==> src/rtl/osc_mon_counter.sv <==
// Shared constants and the oscillator monitor counter
`timescale 1ns/1ps
`default_nettype none

package clk_src_pkg;
	localparam int          MON_LIMIT    = 16;
	localparam int          MON_CNT_W    = 5;
	localparam int          SYSCFG_W     = 16;
	localparam int          MON_DIS_BIT  = 4;
	localparam int          STRAP_SETTLE = 3;
	localparam logic [2:0]  CODE_X4      = 3'h7;
	localparam logic [2:0]  CODE_X3      = 3'h6;
	localparam logic [2:0]  CODE_X8      = 3'h5;
	localparam logic [2:0]  CODE_X5      = 3'h4;
	localparam logic [2:0]  CODE_DIRECT  = 3'h3;
	localparam logic [2:0]  CODE_X10     = 3'h2;
	localparam logic [2:0]  CODE_PRESCL  = 3'h1;
	localparam logic [2:0]  CODE_X16     = 3'h0;
	localparam logic [2:0]  CODE_RESET   = 3'h7;
	localparam logic [2:0]  IN_DIV_1     = 3'h1;
	localparam logic [2:0]  IN_DIV_2     = 3'h2;
	localparam logic [2:0]  IN_DIV_4     = 3'h4;
	localparam logic [6:0]  MUL_64       = 7'h40;
	localparam logic [6:0]  MUL_48       = 7'h30;
	localparam logic [6:0]  MUL_40       = 7'h28;
	localparam logic [6:0]  MUL_NONE     = 7'h00;
	localparam logic [2:0]  DIV_4        = 3'h4;
	localparam logic [2:0]  DIV_2        = 3'h2;
	localparam logic [2:0]  DIV_NONE     = 3'h0;
	localparam logic [4:0]  FACT_1       = 5'h01;
	localparam logic [4:0]  FACT_3       = 5'h03;
	localparam logic [4:0]  FACT_4       = 5'h04;
	localparam logic [4:0]  FACT_5       = 5'h05;
	localparam logic [4:0]  FACT_8       = 5'h08;
	localparam logic [4:0]  FACT_10      = 5'h0a;
	localparam logic [4:0]  FACT_16      = 5'h10;
	localparam logic [1:0]  SRC_XTAL     = 2'h0;
	localparam logic [1:0]  SRC_XTAL_DIV = 2'h1;
	localparam logic [1:0]  SRC_PLL_LOCK = 2'h2;
	localparam logic [1:0]  SRC_PLL_FREE = 2'h3;
	typedef enum logic [1:0] {
		ST_STRAP,
		ST_EXT,
		ST_BACKUP,
		ST_PLL
	} src_state_t;
endpackage

module osc_mon_counter #(
	parameter int LIMIT = clk_src_pkg::MON_LIMIT,
	parameter int W     = clk_src_pkg::MON_CNT_W
) (
	// Clock and reset
	input  wire logic         clk,
	input  wire logic         arst_n,
	input  wire logic         ce,
	// Counting events
	input  wire logic         enable,
	input  wire logic         tick,
	input  wire logic         clear,
	// Result
	output logic              overflow,
	output logic [W-1:0]      count
);
	logic [W-1:0] cnt_q;
	logic [W-1:0] cnt_d;
	wire          at_top = (cnt_q == W'(LIMIT - 1));

	// Clear wins over a tick in the same cycle
	assign overflow = enable && tick && !clear && at_top;
	assign cnt_d    = (!enable || clear) ? '0 :
		(overflow ? '0 : (tick ? cnt_q + W'(1) : cnt_q));
	assign count    = cnt_q;

	always_ff @(posedge clk or negedge arst_n) begin
		if (!arst_n) begin
			cnt_q <= '0;
		end else if (ce) begin
			cnt_q <= cnt_d;
		end
	end

	tick_count_a: assert property (@(posedge clk) disable iff (!arst_n)
		ce && enable && tick && !clear && !at_top |=> cnt_q == $past(cnt_q) + W'(1))
		else $error("monitor counter missed a pll cycle");
	edge_clear_a: assert property (@(posedge clk) disable iff (!arst_n)
		ce && clear |=> cnt_q == '0)
		else $error("crystal transition did not clear counter");
	overflow_at_a: assert property (@(posedge clk) disable iff (!arst_n)
		overflow |-> cnt_q == W'(LIMIT - 1) && tick)
		else $error("overflow not at the sixteenth pll cycle");
endmodule

`default_nettype wire

==> src/rtl/cpu_clock_source_monitor.sv <==
// CPU clock source selection and oscillator failure monitor
`timescale 1ns/1ps
`default_nettype none

module cpu_clock_source_monitor (
	// Clock, reset, enable
	input  wire logic                               clk,
	input  wire logic                               arst_n,
	input  wire logic                               ce,
	// Pins from outside
	input  wire logic                               crystal_input_pin,
	input  wire logic                               pll_free_clk,
	input  wire logic [2:0]                         clock_select_pins,
	// System config write port
	input  wire logic                               system_config_wr,
	input  wire logic [clk_src_pkg::SYSCFG_W-1:0]   system_config_wdata,
	// Interrupt request handshake
	input  wire logic                               osc_irq_ack,
	output logic                                    osc_irq_req,
	// Clock control
	output logic [1:0]                              cpu_clk_src,
	output logic                                    pll_power_on,
	output logic                                    pll_free_run,
	output logic [2:0]                              pll_in_div,
	output logic [6:0]                              pll_mul,
	output logic [2:0]                              pll_div,
	output logic                                    out_halve,
	output logic [4:0]                              pll_factor,
	output logic                                    pll_resync,
	// Status
	output logic [2:0]                              clock_mode,
	output logic                                    monitor_active,
	output logic                                    osc_monitor_disable
);
	// Synchronisers
	logic [2:0] xtal_s_q;
	logic [2:0] pllc_s_q;
	logic [2:0] pins_s1_q;
	logic [2:0] pins_s2_q;
	always_ff @(posedge clk or negedge arst_n) begin
		if (!arst_n) begin
			xtal_s_q  <= '0;
			pllc_s_q  <= '0;
			pins_s1_q <= '0;
			pins_s2_q <= '0;
		end else if (ce) begin
			xtal_s_q  <= {xtal_s_q[1:0], crystal_input_pin};
			pllc_s_q  <= {pllc_s_q[1:0], pll_free_clk};
			pins_s1_q <= clock_select_pins;
			pins_s2_q <= pins_s1_q;
		end
	end
	wire xtal_edge = xtal_s_q[1] ^ xtal_s_q[2];
	wire pll_tick  = pllc_s_q[1] && !pllc_s_q[2];

	// Strap capture after release
	logic [1:0]               strap_cnt_q;
	logic [2:0]               code_q;
	clk_src_pkg::src_state_t  state_q;
	clk_src_pkg::src_state_t  state_d;
	wire strap_done = (strap_cnt_q == 2'(clk_src_pkg::STRAP_SETTLE));
	always_ff @(posedge clk or negedge arst_n) begin
		if (!arst_n) begin
			strap_cnt_q <= '0;
			code_q      <= clk_src_pkg::CODE_RESET;
		end else if (ce && !strap_done) begin
			strap_cnt_q <= strap_cnt_q + 2'd1;
			code_q      <= pins_s2_q;
		end
	end

	// Mode decode
	wire ext_mode = (code_q == clk_src_pkg::CODE_DIRECT) ||
		(code_q == clk_src_pkg::CODE_PRESCL);
	wire pres_mode = (code_q == clk_src_pkg::CODE_PRESCL);

	// Monitor disable bit, reset clear
	logic dis_q;
	wire  dis_wr = ce && strap_done && system_config_wr;
	always_ff @(posedge clk or negedge arst_n) begin
		if (!arst_n) begin
			dis_q <= 1'b0;
		end else if (dis_wr) begin
			dis_q <= system_config_wdata[clk_src_pkg::MON_DIS_BIT];
		end
	end

	// Monitor counter
	wire mon_en = (state_q == clk_src_pkg::ST_EXT) && !dis_q;
	wire mon_ovf;
	osc_mon_counter #(
		.LIMIT (clk_src_pkg::MON_LIMIT),
		.W     (clk_src_pkg::MON_CNT_W)
	) u_mon (
		.clk      (clk),
		.arst_n   (arst_n),
		.ce       (ce),
		.enable   (mon_en),
		.tick     (pll_tick),
		.clear    (xtal_edge),
		.overflow (mon_ovf),
		.count    ()
	);

	// Source state machine
	always_comb begin
		state_d = state_q;
		case (state_q)
			clk_src_pkg::ST_STRAP: begin
				if (strap_done) begin
					state_d = ext_mode ? clk_src_pkg::ST_EXT :
						clk_src_pkg::ST_PLL;
				end
			end
			clk_src_pkg::ST_EXT: begin
				if (mon_ovf) begin
					state_d = clk_src_pkg::ST_BACKUP;
				end
			end
			clk_src_pkg::ST_BACKUP: begin
				state_d = clk_src_pkg::ST_BACKUP;
			end
			default: begin
				state_d = clk_src_pkg::ST_PLL;
			end
		endcase
	end
	always_ff @(posedge clk or negedge arst_n) begin
		if (!arst_n) begin
			state_q <= clk_src_pkg::ST_STRAP;
		end else if (ce) begin
			state_q <= state_d;
		end
	end

	// Interrupt request, set wins over ack
	logic irq_q;
	always_ff @(posedge clk or negedge arst_n) begin
		if (!arst_n) begin
			irq_q <= 1'b0;
		end else if (ce) begin
			irq_q <= mon_ovf || (irq_q && !osc_irq_ack);
		end
	end

	// Divider table
	logic [2:0] in_div_d;
	logic [6:0] mul_d;
	logic [2:0] div_d;
	logic [4:0] fact_d;
	always_comb begin
		in_div_d = clk_src_pkg::IN_DIV_1;
		mul_d    = clk_src_pkg::MUL_NONE;
		div_d    = clk_src_pkg::DIV_NONE;
		fact_d   = clk_src_pkg::FACT_1;
		case (code_q)
			clk_src_pkg::CODE_X4: begin
				in_div_d = clk_src_pkg::IN_DIV_4;
				mul_d    = clk_src_pkg::MUL_64;
				div_d    = clk_src_pkg::DIV_4;
				fact_d   = clk_src_pkg::FACT_4;
			end
			clk_src_pkg::CODE_X3: begin
				in_div_d = clk_src_pkg::IN_DIV_4;
				mul_d    = clk_src_pkg::MUL_48;
				div_d    = clk_src_pkg::DIV_4;
				fact_d   = clk_src_pkg::FACT_3;
			end
			clk_src_pkg::CODE_X8: begin
				in_div_d = clk_src_pkg::IN_DIV_4;
				mul_d    = clk_src_pkg::MUL_64;
				div_d    = clk_src_pkg::DIV_2;
				fact_d   = clk_src_pkg::FACT_8;
			end
			clk_src_pkg::CODE_X5: begin
				in_div_d = clk_src_pkg::IN_DIV_4;
				mul_d    = clk_src_pkg::MUL_40;
				div_d    = clk_src_pkg::DIV_2;
				fact_d   = clk_src_pkg::FACT_5;
			end
			clk_src_pkg::CODE_X10: begin
				in_div_d = clk_src_pkg::IN_DIV_2;
				mul_d    = clk_src_pkg::MUL_40;
				div_d    = clk_src_pkg::DIV_2;
				fact_d   = clk_src_pkg::FACT_10;
			end
			clk_src_pkg::CODE_X16: begin
				in_div_d = clk_src_pkg::IN_DIV_2;
				mul_d    = clk_src_pkg::MUL_64;
				div_d    = clk_src_pkg::DIV_2;
				fact_d   = clk_src_pkg::FACT_16;
			end
			default: begin
				in_div_d = clk_src_pkg::IN_DIV_1;
			end
		endcase
	end

	// Resync on every F-th crystal transition
	logic [4:0] edge_cnt_q;
	wire        pll_run  = (state_q == clk_src_pkg::ST_PLL);
	wire        f_reach  = pll_run && xtal_edge &&
		(edge_cnt_q == fact_d - 5'd1);
	logic [4:0] edge_cnt_d;
	assign edge_cnt_d = !pll_run ? 5'd0 :
		(f_reach ? 5'd0 : (xtal_edge ? edge_cnt_q + 5'd1 : edge_cnt_q));
	always_ff @(posedge clk or negedge arst_n) begin
		if (!arst_n) begin
			edge_cnt_q <= '0;
		end else if (ce) begin
			edge_cnt_q <= edge_cnt_d;
		end
	end

	// Source and power selection
	wire [1:0] src_d = (state_q == clk_src_pkg::ST_BACKUP) ?
		clk_src_pkg::SRC_PLL_FREE :
		(pll_run ? clk_src_pkg::SRC_PLL_LOCK :
		(pres_mode ? clk_src_pkg::SRC_XTAL_DIV : clk_src_pkg::SRC_XTAL));
	wire pwr_d  = pll_run || (state_q == clk_src_pkg::ST_BACKUP) ||
		((state_q == clk_src_pkg::ST_EXT) && !dis_q);
	wire free_d = !pll_run && pwr_d;

	// Registered outputs
	logic [1:0] src_q;
	logic       pwr_q;
	logic       free_q;
	logic [2:0] in_div_q;
	logic [6:0] mul_q;
	logic [2:0] div_q;
	logic       halve_q;
	logic [4:0] fact_q;
	logic       resync_q;
	always_ff @(posedge clk or negedge arst_n) begin
		if (!arst_n) begin
			src_q    <= clk_src_pkg::SRC_XTAL;
			pwr_q    <= 1'b0;
			free_q   <= 1'b0;
			in_div_q <= clk_src_pkg::IN_DIV_1;
			mul_q    <= clk_src_pkg::MUL_NONE;
			div_q    <= clk_src_pkg::DIV_NONE;
			halve_q  <= 1'b0;
			fact_q   <= clk_src_pkg::FACT_1;
			resync_q <= 1'b0;
		end else if (ce) begin
			src_q    <= src_d;
			pwr_q    <= pwr_d;
			free_q   <= free_d;
			in_div_q <= in_div_d;
			mul_q    <= mul_d;
			div_q    <= div_d;
			halve_q  <= pres_mode;
			fact_q   <= fact_d;
			resync_q <= f_reach;
		end
	end

	assign cpu_clk_src         = src_q;
	assign pll_power_on        = pwr_q;
	assign pll_free_run        = free_q;
	assign pll_in_div          = in_div_q;
	assign pll_mul             = mul_q;
	assign pll_div             = div_q;
	assign out_halve           = halve_q;
	assign pll_factor          = fact_q;
	assign pll_resync          = resync_q;
	assign osc_irq_req         = irq_q;
	assign clock_mode          = code_q;
	assign monitor_active      = mon_en;
	assign osc_monitor_disable = dis_q;

	mon_default_on_a: assert property (@(posedge clk) disable iff (!arst_n)
		!strap_done |-> !dis_q)
		else $error("monitor not enabled after reset");
	dis_write_a: assert property (@(posedge clk) disable iff (!arst_n)
		dis_wr && system_config_wdata[clk_src_pkg::MON_DIS_BIT] |=>
		!mon_en && dis_q)
		else $error("disable write did not stop the monitor");
	mon_mode_only_a: assert property (@(posedge clk) disable iff (!arst_n)
		mon_en |-> ext_mode)
		else $error("monitor running in pll mode");
	backup_switch_a: assert property (@(posedge clk) disable iff (!arst_n)
		ce && mon_ovf |=> state_q == clk_src_pkg::ST_BACKUP && irq_q
		##1 cpu_clk_src == clk_src_pkg::SRC_PLL_FREE)
		else $error("overflow did not switch to backup clock");
	backup_stays_a: assert property (@(posedge clk) disable iff (!arst_n)
		state_q == clk_src_pkg::ST_BACKUP |=>
		state_q == clk_src_pkg::ST_BACKUP)
		else $error("left backup clock without reset");
	dis_pll_off_a: assert property (@(posedge clk) disable iff (!arst_n)
		ce && dis_q && state_q == clk_src_pkg::ST_EXT |=>
		!pll_power_on && cpu_clk_src != clk_src_pkg::SRC_PLL_FREE)
		else $error("pll left on while monitor disabled");
	pll_select_a: assert property (@(posedge clk) disable iff (!arst_n)
		ce && state_q != clk_src_pkg::ST_STRAP && !ext_mode |=>
		cpu_clk_src == clk_src_pkg::SRC_PLL_LOCK && pll_power_on)
		else $error("pll code did not select pll clock");
	resync_pll_a: assert property (@(posedge clk) disable iff (!arst_n)
		pll_resync |-> $past(xtal_edge) && $past(pll_run))
		else $error("resync outside pll mode");
	code_hold_a: assert property (@(posedge clk) disable iff (!arst_n)
		strap_done |=> $stable(code_q))
		else $error("clock code changed after capture");
endmodule

`default_nettype wire

==> config.mk <==
export PLATFORM = sky130hd
export DESIGN_NAME = cpu_clock_source_monitor
export DESIGN_NICKNAME = d
export VERILOG_FILES = /design/src/rtl/osc_mon_counter.sv /design/src/rtl/cpu_clock_source_monitor.sv
export SDC_FILE = /design/constraint.sdc
export NUM_CORES = 1
export LEC_CHECK = 0
export ABC_AREA = 1
export BUFFER_PORTS_ARGS = -buffer_cell sky130_fd_sc_hd__buf_2
export CAP_MARGIN = 20
export CORE_ASPECT_RATIO = 0.9
export CORE_MARGIN = 2
export CORE_UTILIZATION = 40
export CTS_CLUSTER_SIZE = 16
export DETAILED_ROUTE_END_ITERATION = 8
export GPL_TIMING_DRIVEN = 0
export PLACE_DENSITY = 0.62
export SLEW_MARGIN = 25
export SYNTH_ARGS = -nofsm -noshare
export SYNTH_HDL_FRONTEND = slang
export SYNTH_SLANG_ARGS = --single-unit
==> constraint.sdc <==
create_clock -name clk -period 5.9 [get_ports clk]
set_input_delay 0 -clock clk [delete_from_list [all_inputs] [get_ports clk]]
set_output_delay 0 -clock clk [all_outputs]
set_load 0.01 [all_outputs]
* After elaboration in Yosys (flattened, before gate mapping)
Index checks and enable logic that the tools add are counted.
** Word-level totals
- Register bits :: 55
- Input port bits :: 26
- Output and inout bits :: 30
- Word-level logic and storage cells :: 94
** Operators by class
- $add $sub $neg :: 4
- Equality and inequality tests :: 16
- Muxes and demuxes :: 17
- Bitwise gates (word level) :: 1
- Reduce and logical (&&, ||, !) cells :: 36
** Operator list (number)
- 2-to-1 mux 5 bit :: 6
- one-hot mux 5 bit (6 select lines) :: 1
- one-hot mux 7 bit (3 select lines) :: 1
- equality test 3 bit, second input constant :: 4
- logical AND 1 bit :: 12
- one-hot mux 3 bit (2 select lines) :: 2
- adder 5 x 1 -> 5 bit, second input constant :: 2
- 2-to-1 mux 2 bit :: 5
- OR reduction 4 bit :: 2
- zero test 1 bit :: 7
- equality test 2 bit, second input constant :: 3
- equality test 3 x 2 -> 1 bit, second input constant :: 2
- one-hot mux 2 bit (3 select lines) :: 1
- OR reduction 2 bit :: 3
- equality test 5 x 4 -> 1 bit, second input constant :: 1
- equality test 5 bit :: 1
- logical OR 1 bit :: 5
- subtractor 5 x 1 -> 5 bit, second input constant :: 1
- != test 2 bit, second input constant :: 2
- AND reduction 2 bit :: 2
- equality test 3 x 1 -> 1 bit, second input constant :: 1
- zero test 3 bit :: 1
- != test 3 x 1 -> 1 bit, second input constant :: 1
- AND reduction 3 bit :: 1
- other kinds (7) :: 7

* Depth between registers and ports, before layout
Gate-level depths: netlist (run 1).
- Depth in word-level cells :: 7
- Depth in mapped cells :: 12
- Depth with buffers taken out :: 12

* Hierarchy
A second synthesis (run 1) with hierarchy kept.
** Unflattened totals
- Cell total of the unflattened synthesis :: 304
- Area total of the unflattened synthesis :: 2522.4 um^2
** By module, submodules not included
- cpu_clock_source_monitor :: instances 1, cells an instance 263, area each 2219.6 um^2, seq. area each 1157.4 um^2
- osc_mon_counter :: instances 1, cells an instance 41, area each 302.8 um^2, seq. area each 125.1 um^2

* Least setup slack after synthesis (run 1)
Ideal clock, no wire load.
- Path type :: reg-to-reg
- Start point :: register code_q[2], in the netlist clock_mode[2]
- End point :: register edge_cnt_q[0]
- Setup time :: 0.117 ns
- Arrival time :: 1.776 ns
- Data required time :: 5.783 ns
- Setup slack :: 4.008 ns
- Stages on the path, launching flop included :: 13
- Buffers on the path :: 0
- Period minus slack after synthesis :: 1.892 ns
- Path through :: dfstp_2 inv_1 nor2_1 nor2_2 ha_1 nand2_1 nand2_1 nor2_1 nand4_1 nor2_4 nand3_2 nand2_1 nand2_1
** On the way
- Cells in the longest elaborated chain, start to end :: 7
- Elaborated cells on any way between the ends :: 14
- Classes of those cells :: add/sub (1); eq/ne (7); mux (3); reduce/logical (3)
** Ends and longest elaborated chain
- start, declared :: line cpu_clock_source_monitor.sv:58 : logic [2:0] code_q;
- start signal, assigned :: line cpu_clock_source_monitor.sv:65 : code_q <= clk_src_pkg::CODE_RESET;
- start signal, assigned :: line cpu_clock_source_monitor.sv:68 : code_q <= pins_s2_q;
- equality test 3 x 2 -> 1 bit, or another cell as far along :: line cpu_clock_source_monitor.sv:156 : case (code_q)
- one-hot mux 5 bit (6 select lines) (*) :: line cpu_clock_source_monitor.sv:156
- subtractor 5 x 1 -> 5 bit (*) :: line cpu_clock_source_monitor.sv:203 : (edge_cnt_q == fact_d - 5'd1);
- equality test 5 bit (*) :: line cpu_clock_source_monitor.sv:203
- logical AND 1 bit (*) :: line cpu_clock_source_monitor.sv:202 : wire f_reach = pll_run && xtal_edge &&
- != test 3 x 1 -> 1 bit (no line) or 2-to-1 mux 5 bit (tied branches)
- AND reduction 2 bit (no line) or 2-to-1 mux 5 bit (tied branches)
- end signal, assigned :: line cpu_clock_source_monitor.sv:211 : edge_cnt_q <= edge_cnt_d;
- end, declared :: line cpu_clock_source_monitor.sv:200 : logic [4:0] edge_cnt_q;
Every way passes the cells marked *; elsewhere a longest branch is shown, timed or not.
A chain may end at the register's enable or synchronous reset.

* Final worst setup path (run 1)
- Start point :: register code_q[2], in the netlist clock_mode[2]
- End point :: register edge_cnt_q[1]
Same word-level chain as after synthesis.

==> results of run 1 <==
## metal layers
metal,vias to the layer above,GRT usage (%)
li1,1043,-
met1,976,24.2
met2,36,26.7
met3,7,3.83
met4,0,5.15
met5,-,0
## where the power goes
| part | switching, W | leakage [nW] | internal [W] |
|---|---|---|---|
| Clock | 0.000120 | 0.0477 | 0.0000816 |
| Combinational | 0.000293 | 0.812 | 0.000189 |
| Sequential | 0.0000661 | 0.636 | 0.000452 |
## critical path: stages (launching register included)
cell and delay [ns]:
dfstp_2 0.58, buf_6 0.16, nor2_2 0.07, nor2_2 0.17
ha_1 0.27, nand2_1 0.07, nand2_1 0.05, nor2_1 0.10
nand4_1 0.14, nor2_4 0.12, nand3_2 0.13, nand2_1 0.09
nand2_1 0.05
## stage by stage
step	setup WS, ns	std cells	total power, W	hold slack, ns	area, sq um
floorplan	4.01	299	0.000848	-0.296	2550
global placement	3.85	422	0.000995	0.200	2840
detailed placement	3.84	422	0.00100	0.0792	2850
CTS	3.83	438	0.00121	0.0388	3010
global route	3.60	438	0.00130	0.0571	3010
finish	3.80	438	0.00120	0.0432	3010
## path summary, 6_finish.rpt
check / endpoint / slack [ns] / cells after the start
setup / recovery: edge_cnt_q[1]$_DFFE_PN0P_ / 3.80 / 12
hold / removal: osc_monitor_disable$_DFFE_PN0P_ / 0.04 / 3
setup reg to reg: edge_cnt_q[1]$_DFFE_PN0P_ / 3.80 / 12
hold reg to reg: pllc_s_q[0]$_DFFE_PN0P_ / 0.48 / 2
max in group asynchronous: xtal_s_q[2]$_DFFE_PN0P_ / 5.20 / 2
min in group asynchronous: pins_s2_q[0]$_DFFE_PN0P_ / 0.26 / 2
## cells by family (layout without fill, tap and decap cells)
logic type	Yosys count	count (layout)	synth area share, %
multiplexers	3	3	1.28
AO/OA/AOI/OAI	43	43	9.65
adder cells (fa/ha/maj)	8	8	3.94
flip-flops	51	51	50.4
AND/OR/NAND/NOR	143	143	24.5
other	1	4	0.147
XOR/XNOR	7	7	2.41
buffers and inverters	40	92	7.63
## sequential cells by signal (all words and copies together), names as in the netlist, 4 cells and up
register     cells
pll_mul          4
edge_cnt_q       5
pll_factor       5
u_mon.count      5
## cell usage after synthesis, drive strengths merged
| cell | number |
|---|---|
| a211oi | 1 |
| a21oi | 12 |
| a22o | 1 |
| buf | 10 |
| clkbuf | 4 |
| conb | 1 |
| dfrtp | 46 |
| dfstp | 5 |
| ha | 8 |
| inv | 26 |
| mux2 | 2 |
| mux2i | 1 |
| nand2 | 93 |
| nand3 | 12 |
| nand4 | 5 |
| nor2 | 28 |
| nor3 | 4 |
| o21ai | 27 |
| o21bai | 1 |
| o31ai | 1 |
| or2 | 1 |
| xnor2 | 3 |
| xor2 | 4 |
## cells in the final DEF (no fill, tap or decap), types with 6 or more instances in the layout
cell | Yosys | layout
nand3_1 | 11 | 11
buf_4 | 5 | 6
a21oi_1 | 11 | 11
dfrtp_1 | 46 | 46
inv_1 | 23 | 23
dlygate4sd3_1 | 0 | 8
nor2_1 | 21 | 21
ha_1 | 8 | 8
buf_2 | 2 | 37
o21ai_0 | 22 | 22
nand2_1 | 90 | 90
## area by class of cell
type / count / area [sq um]
Timing Repair Buffer: 44 / 263
Inverter: 26 / 97.6
Buffer: 14 / 96.3
Clock buffer: 5 / 68.8
Multi-Input combinational cell: 208 / 1080
Tap cell: 87 / 109
Fill cell: 617 / 3140
Sequential cell: 51 / 1280
Clock inverter: 3 / 15.0
## repair_timing
action | in CTS | in global routing
setup buffers | 0 | 0
hold buffers | 8 | 0
gates resized for setup | 0 | 0
endpoints found under the hold margin | 53 | 0
==> metrics.csv, run 1 <==
metric;value;unit
grt.overflow.total;0;
critPathCaptureType;flop;
ant_nets;0;
setup_tns;0;ns
syn_area;0.00254;sq mm
synth_area_leaders;dfrtp_1, nand2_1, dfstp_2;
clock_sinks;51;
grt_pass1_wl;9.36;mm
timing.rr.start;clock_mode[2]$_DFFE_PN1P_;
worstHoldStart;system_config_wr;
wl_met3;192;um
core.rowCount;27;
dr.max_layer_used;met4;
wl_met2;2.38;mm
yosysTopAreaCell;dfrtp_1;
cp.arrival;2.30;ns
post-dp-hpwl;3.82;mm
netlist_instances;296;
status;completed;
core;0.00615;sq mm
period_needed;2.10;ns
fin_skew;0.00498;ns
final_nets;384;
worstMarginPinSlew;0.657;ns
startpoint;clock_mode[2]$_DFFE_PN1P_;
port_buffers;36;
hold_viol;0;
place_congestion;0.820;
dieArea;0.00701;sq mm
grt_max_degree;52;
insertedDiodeCount;0;
ys_types;35;
wl_met1;2.78;mm
drv_slew;0;
clk_path_buf_depth;2;
syn_to_final_growth;18.4;%
synth_top_area_share;45.3;%
grt_pass1_vias;1971;
setup-violations-final;0;
cts_tree;built;
fin_crit_sh;35.6;%
crit_fanout;10;
drive_gt1_share;22.8;%
final_util;48.9;%
drtIter0Drc;129;
fmax;477;MHz
path_clk_slew;0.09;ns
drc;0;
numCtsBuffers;5;
synth-seq-cells;51;
grt_setup_unrepaired;no;
antenna_found_initial;0;
ys_seq_area_share;50.4;%
leakage;1.50;nW
ios;56;
hold_path.class;in2reg;
max_slew_margin;56.2;%
num_vias;2062;
crit_required;6.11;ns
vdd_drop_max;0.122;mV
clk_latency;0.31;ns
wl_per_cell;12.4;um
ys_warn_count;0;
synth.avg_cell_area;8.59;sq um
htree_num_levels;2;
avgViaCountPerCell;4.71;
chipWidth;88.0;um
grt_usage;17.3;%
cts_root_buffer;clkbuf_8;
p_per_area;399;mW/mm^2
crit_type;reg2reg;
start_util;41.4;%
dr.pass1.iters;4;
drv_cap;0;
startpoint_type;flop;
drt_wl_total;5.41;mm
die_h;79.6;um
Power figures use the tool's default switching activity.
==> run 2: changes to the inputs <==
PLACE_DENSITY = 0.64   (was 0.62)
clock period = 1.85 ns   (was 5.9 ns; I/O delays follow)
==> metrics.csv, run 2 (synthesis results as in run 1) <==
metric;value;unit
status;complete, but fails checks;
violations;setup timing;
drtIter0Drc;77;
die_h;79.6;um
insertedDiodeCount;0;
setup-violations-final;5;
ant_nets;0;
grt_pass1_vias;2018;
cp.arrival;2.12;ns
layout_common_cells;nand2_1, dfrtp_1, buf_2;
worstMarginPinSlew;0.629;ns
period_needed;1.92;ns
cts_root_buffer;clkbuf_8;
cp_common_cell;nand2_1;
crit_fanout;5;
r2r-end;edge_cnt_q[0]$_DFFE_PN0P_;
post-dp-hpwl;3.87;mm
p_seq_share;38.6;%
grt_pass1_wl;9.34;mm
core;0.00615;sq mm
hold_path.class;in2reg;
switching_power;0.00164;W
sw_frac_of_total;38.0;%
timing.rr.start;clock_mode[0]$_DFFE_PN1P_;
hold_viol;0;
startpoint_type;flop;
num_vias;2115;
drive_gt1_share;26.3;%
pwr-share-clk;18.5;%
core.rowCount;27;
final_nets;394;
grt.overflow.total;0;
fmax;522;MHz
combPwrFrac;42.9;%
r2r_slack;-0.07;ns
worst_slack;-0.0653;ns
worstRegToRegCells;12;
dieArea;0.00701;sq mm
antenna_found_initial;0;
drc;0;
crit_type;reg2reg;
grt_setup_unrepaired;yes;
clk_latency;0.30;ns
final_common_cell;nand2_1;
avgViaCountPerCell;4.72;
wl_per_cell;12.2;um
p_per_area;1360;mW/mm^2
setup_tns;-0.294;ns
leakage;1.57;nW
path_clk_slew;0.09;ns
drv_slew;0;
path_cells;inv_4 -> nor2_4 -> nor2_4 -> ha_4 -> nand2_1 -> nand2_1 -> nor2_1 -> nand4_1 -> nor2_4 -> nand3_4 -> nand2_1 -> nand2_1;
port_buffers;36;
critPathCaptureType;flop;
clk_path_buf_depth;2;
ios;56;
final_util;51.6;%
max_slew_margin;58.0;%
cts_tree;built;
power.total;0.00431;W
fin_crit_sh;104;%
internal-power;0.00268;W
dp.cells;422;
start_util;41.4;%
crit_required;2.05;ns
drt_wl_total;5.48;mm
numCtsBuffers;5;
dp_slack;-0.192;ns
chipWidth;88.0;um
htree_num_levels;2;
grt_usage;17.0;%
slowest_delay;0.60;ns
fin_cells;448;
min_to;osc_irq_req$_DFFE_PN0P_;
place_congestion;0.816;
worstHoldStart;osc_irq_ack;
min_path_cells;3;
grt_max_degree;52;
syn_to_final_growth;24.9;%
fin_skew;0.00777;ns
drv_cap;0;
vdd_drop_max;0.520;mV
clock_sinks;51;
critPathSlowestCell;dfstp_2;
dr.pass1.iters;4;
## run 2: area by class of cell
type,instances,area (sq um)
Multi-Input combinational cell,208,1130
Buffer,14,104
Clock buffer,6,82.6
Clock inverter,2,35.0
Tap cell,87,109
Sequential cell,51,1280
Inverter,26,100
Fill cell,592,2970
Timing Repair Buffer,54,335
## run 2: critical path, delay by kind of cell (launching register included)
kind / cells / cell delay [ns]
simple gates: 10 / 0.96
buf+inv: 1 / 0.06
fa+ha+maj: 1 / 0.21
flops: 1 / 0.60
## run 2: routing by layer
metal  global-route usage, %  share of wire (%)  wire (um)
met5                       0                  0          0
met4                    5.45                1.4         76
met3                    3.83                4.0        219
met2                    27.2                 44       2430
met1                    23.0                 50       2750
## run 2: what timing repair did
item,in CTS,in global routing
pin swaps,3,0
setup endpoints to repair,6,10
resized for setup,5,2
hold endpoints to repair,52,0
hold buffers,7,0
setup buffers,8,3
## run 2: metrics by stage
stage | hold WS [ns] | area [sq um]
after floorplan | -0.296 | 2580
after global placement | 0.200 | 2870
after detailed placement | 0.0745 | 2880
after CTS | 0.00561 | 3150
after global routing | 0.0173 | 3180
final | 0.00665 | 3180
## run 2: worst max-delay path by stage
stage                                         start                        end  slack [ns]  cells after the start
after floorplan           clock_mode[2]$_DFFE_PN1P_  edge_cnt_q[0]$_DFFE_PN0P_        0.02                     12
after global placement    clock_mode[1]$_DFFE_PN1P_  edge_cnt_q[0]$_DFFE_PN0P_       -0.13                     11
after detailed placement  clock_mode[2]$_DFFE_PN1P_  edge_cnt_q[0]$_DFFE_PN0P_       -0.19                     12
after CTS                 clock_mode[2]$_DFFE_PN1P_  edge_cnt_q[0]$_DFFE_PN0P_       -0.05                     12
after global routing      clock_mode[0]$_DFFE_PN1P_  edge_cnt_q[4]$_DFFE_PN0P_       -0.18                     12
final                     clock_mode[0]$_DFFE_PN1P_  edge_cnt_q[0]$_DFFE_PN0P_       -0.07                     12
## run 2: power groups by stage
stage          Sequential, W  Clock [W]  Combinational (W)
2_1_floorplan        0.00175          0            0.00103
3_3_place_gp         0.00168          0            0.00158
3_5_place_dp         0.00168          0            0.00161
4_1_cts              0.00166   0.000814            0.00179
5_1_grt              0.00171   0.000858            0.00208
6_report             0.00166   0.000798            0.00185
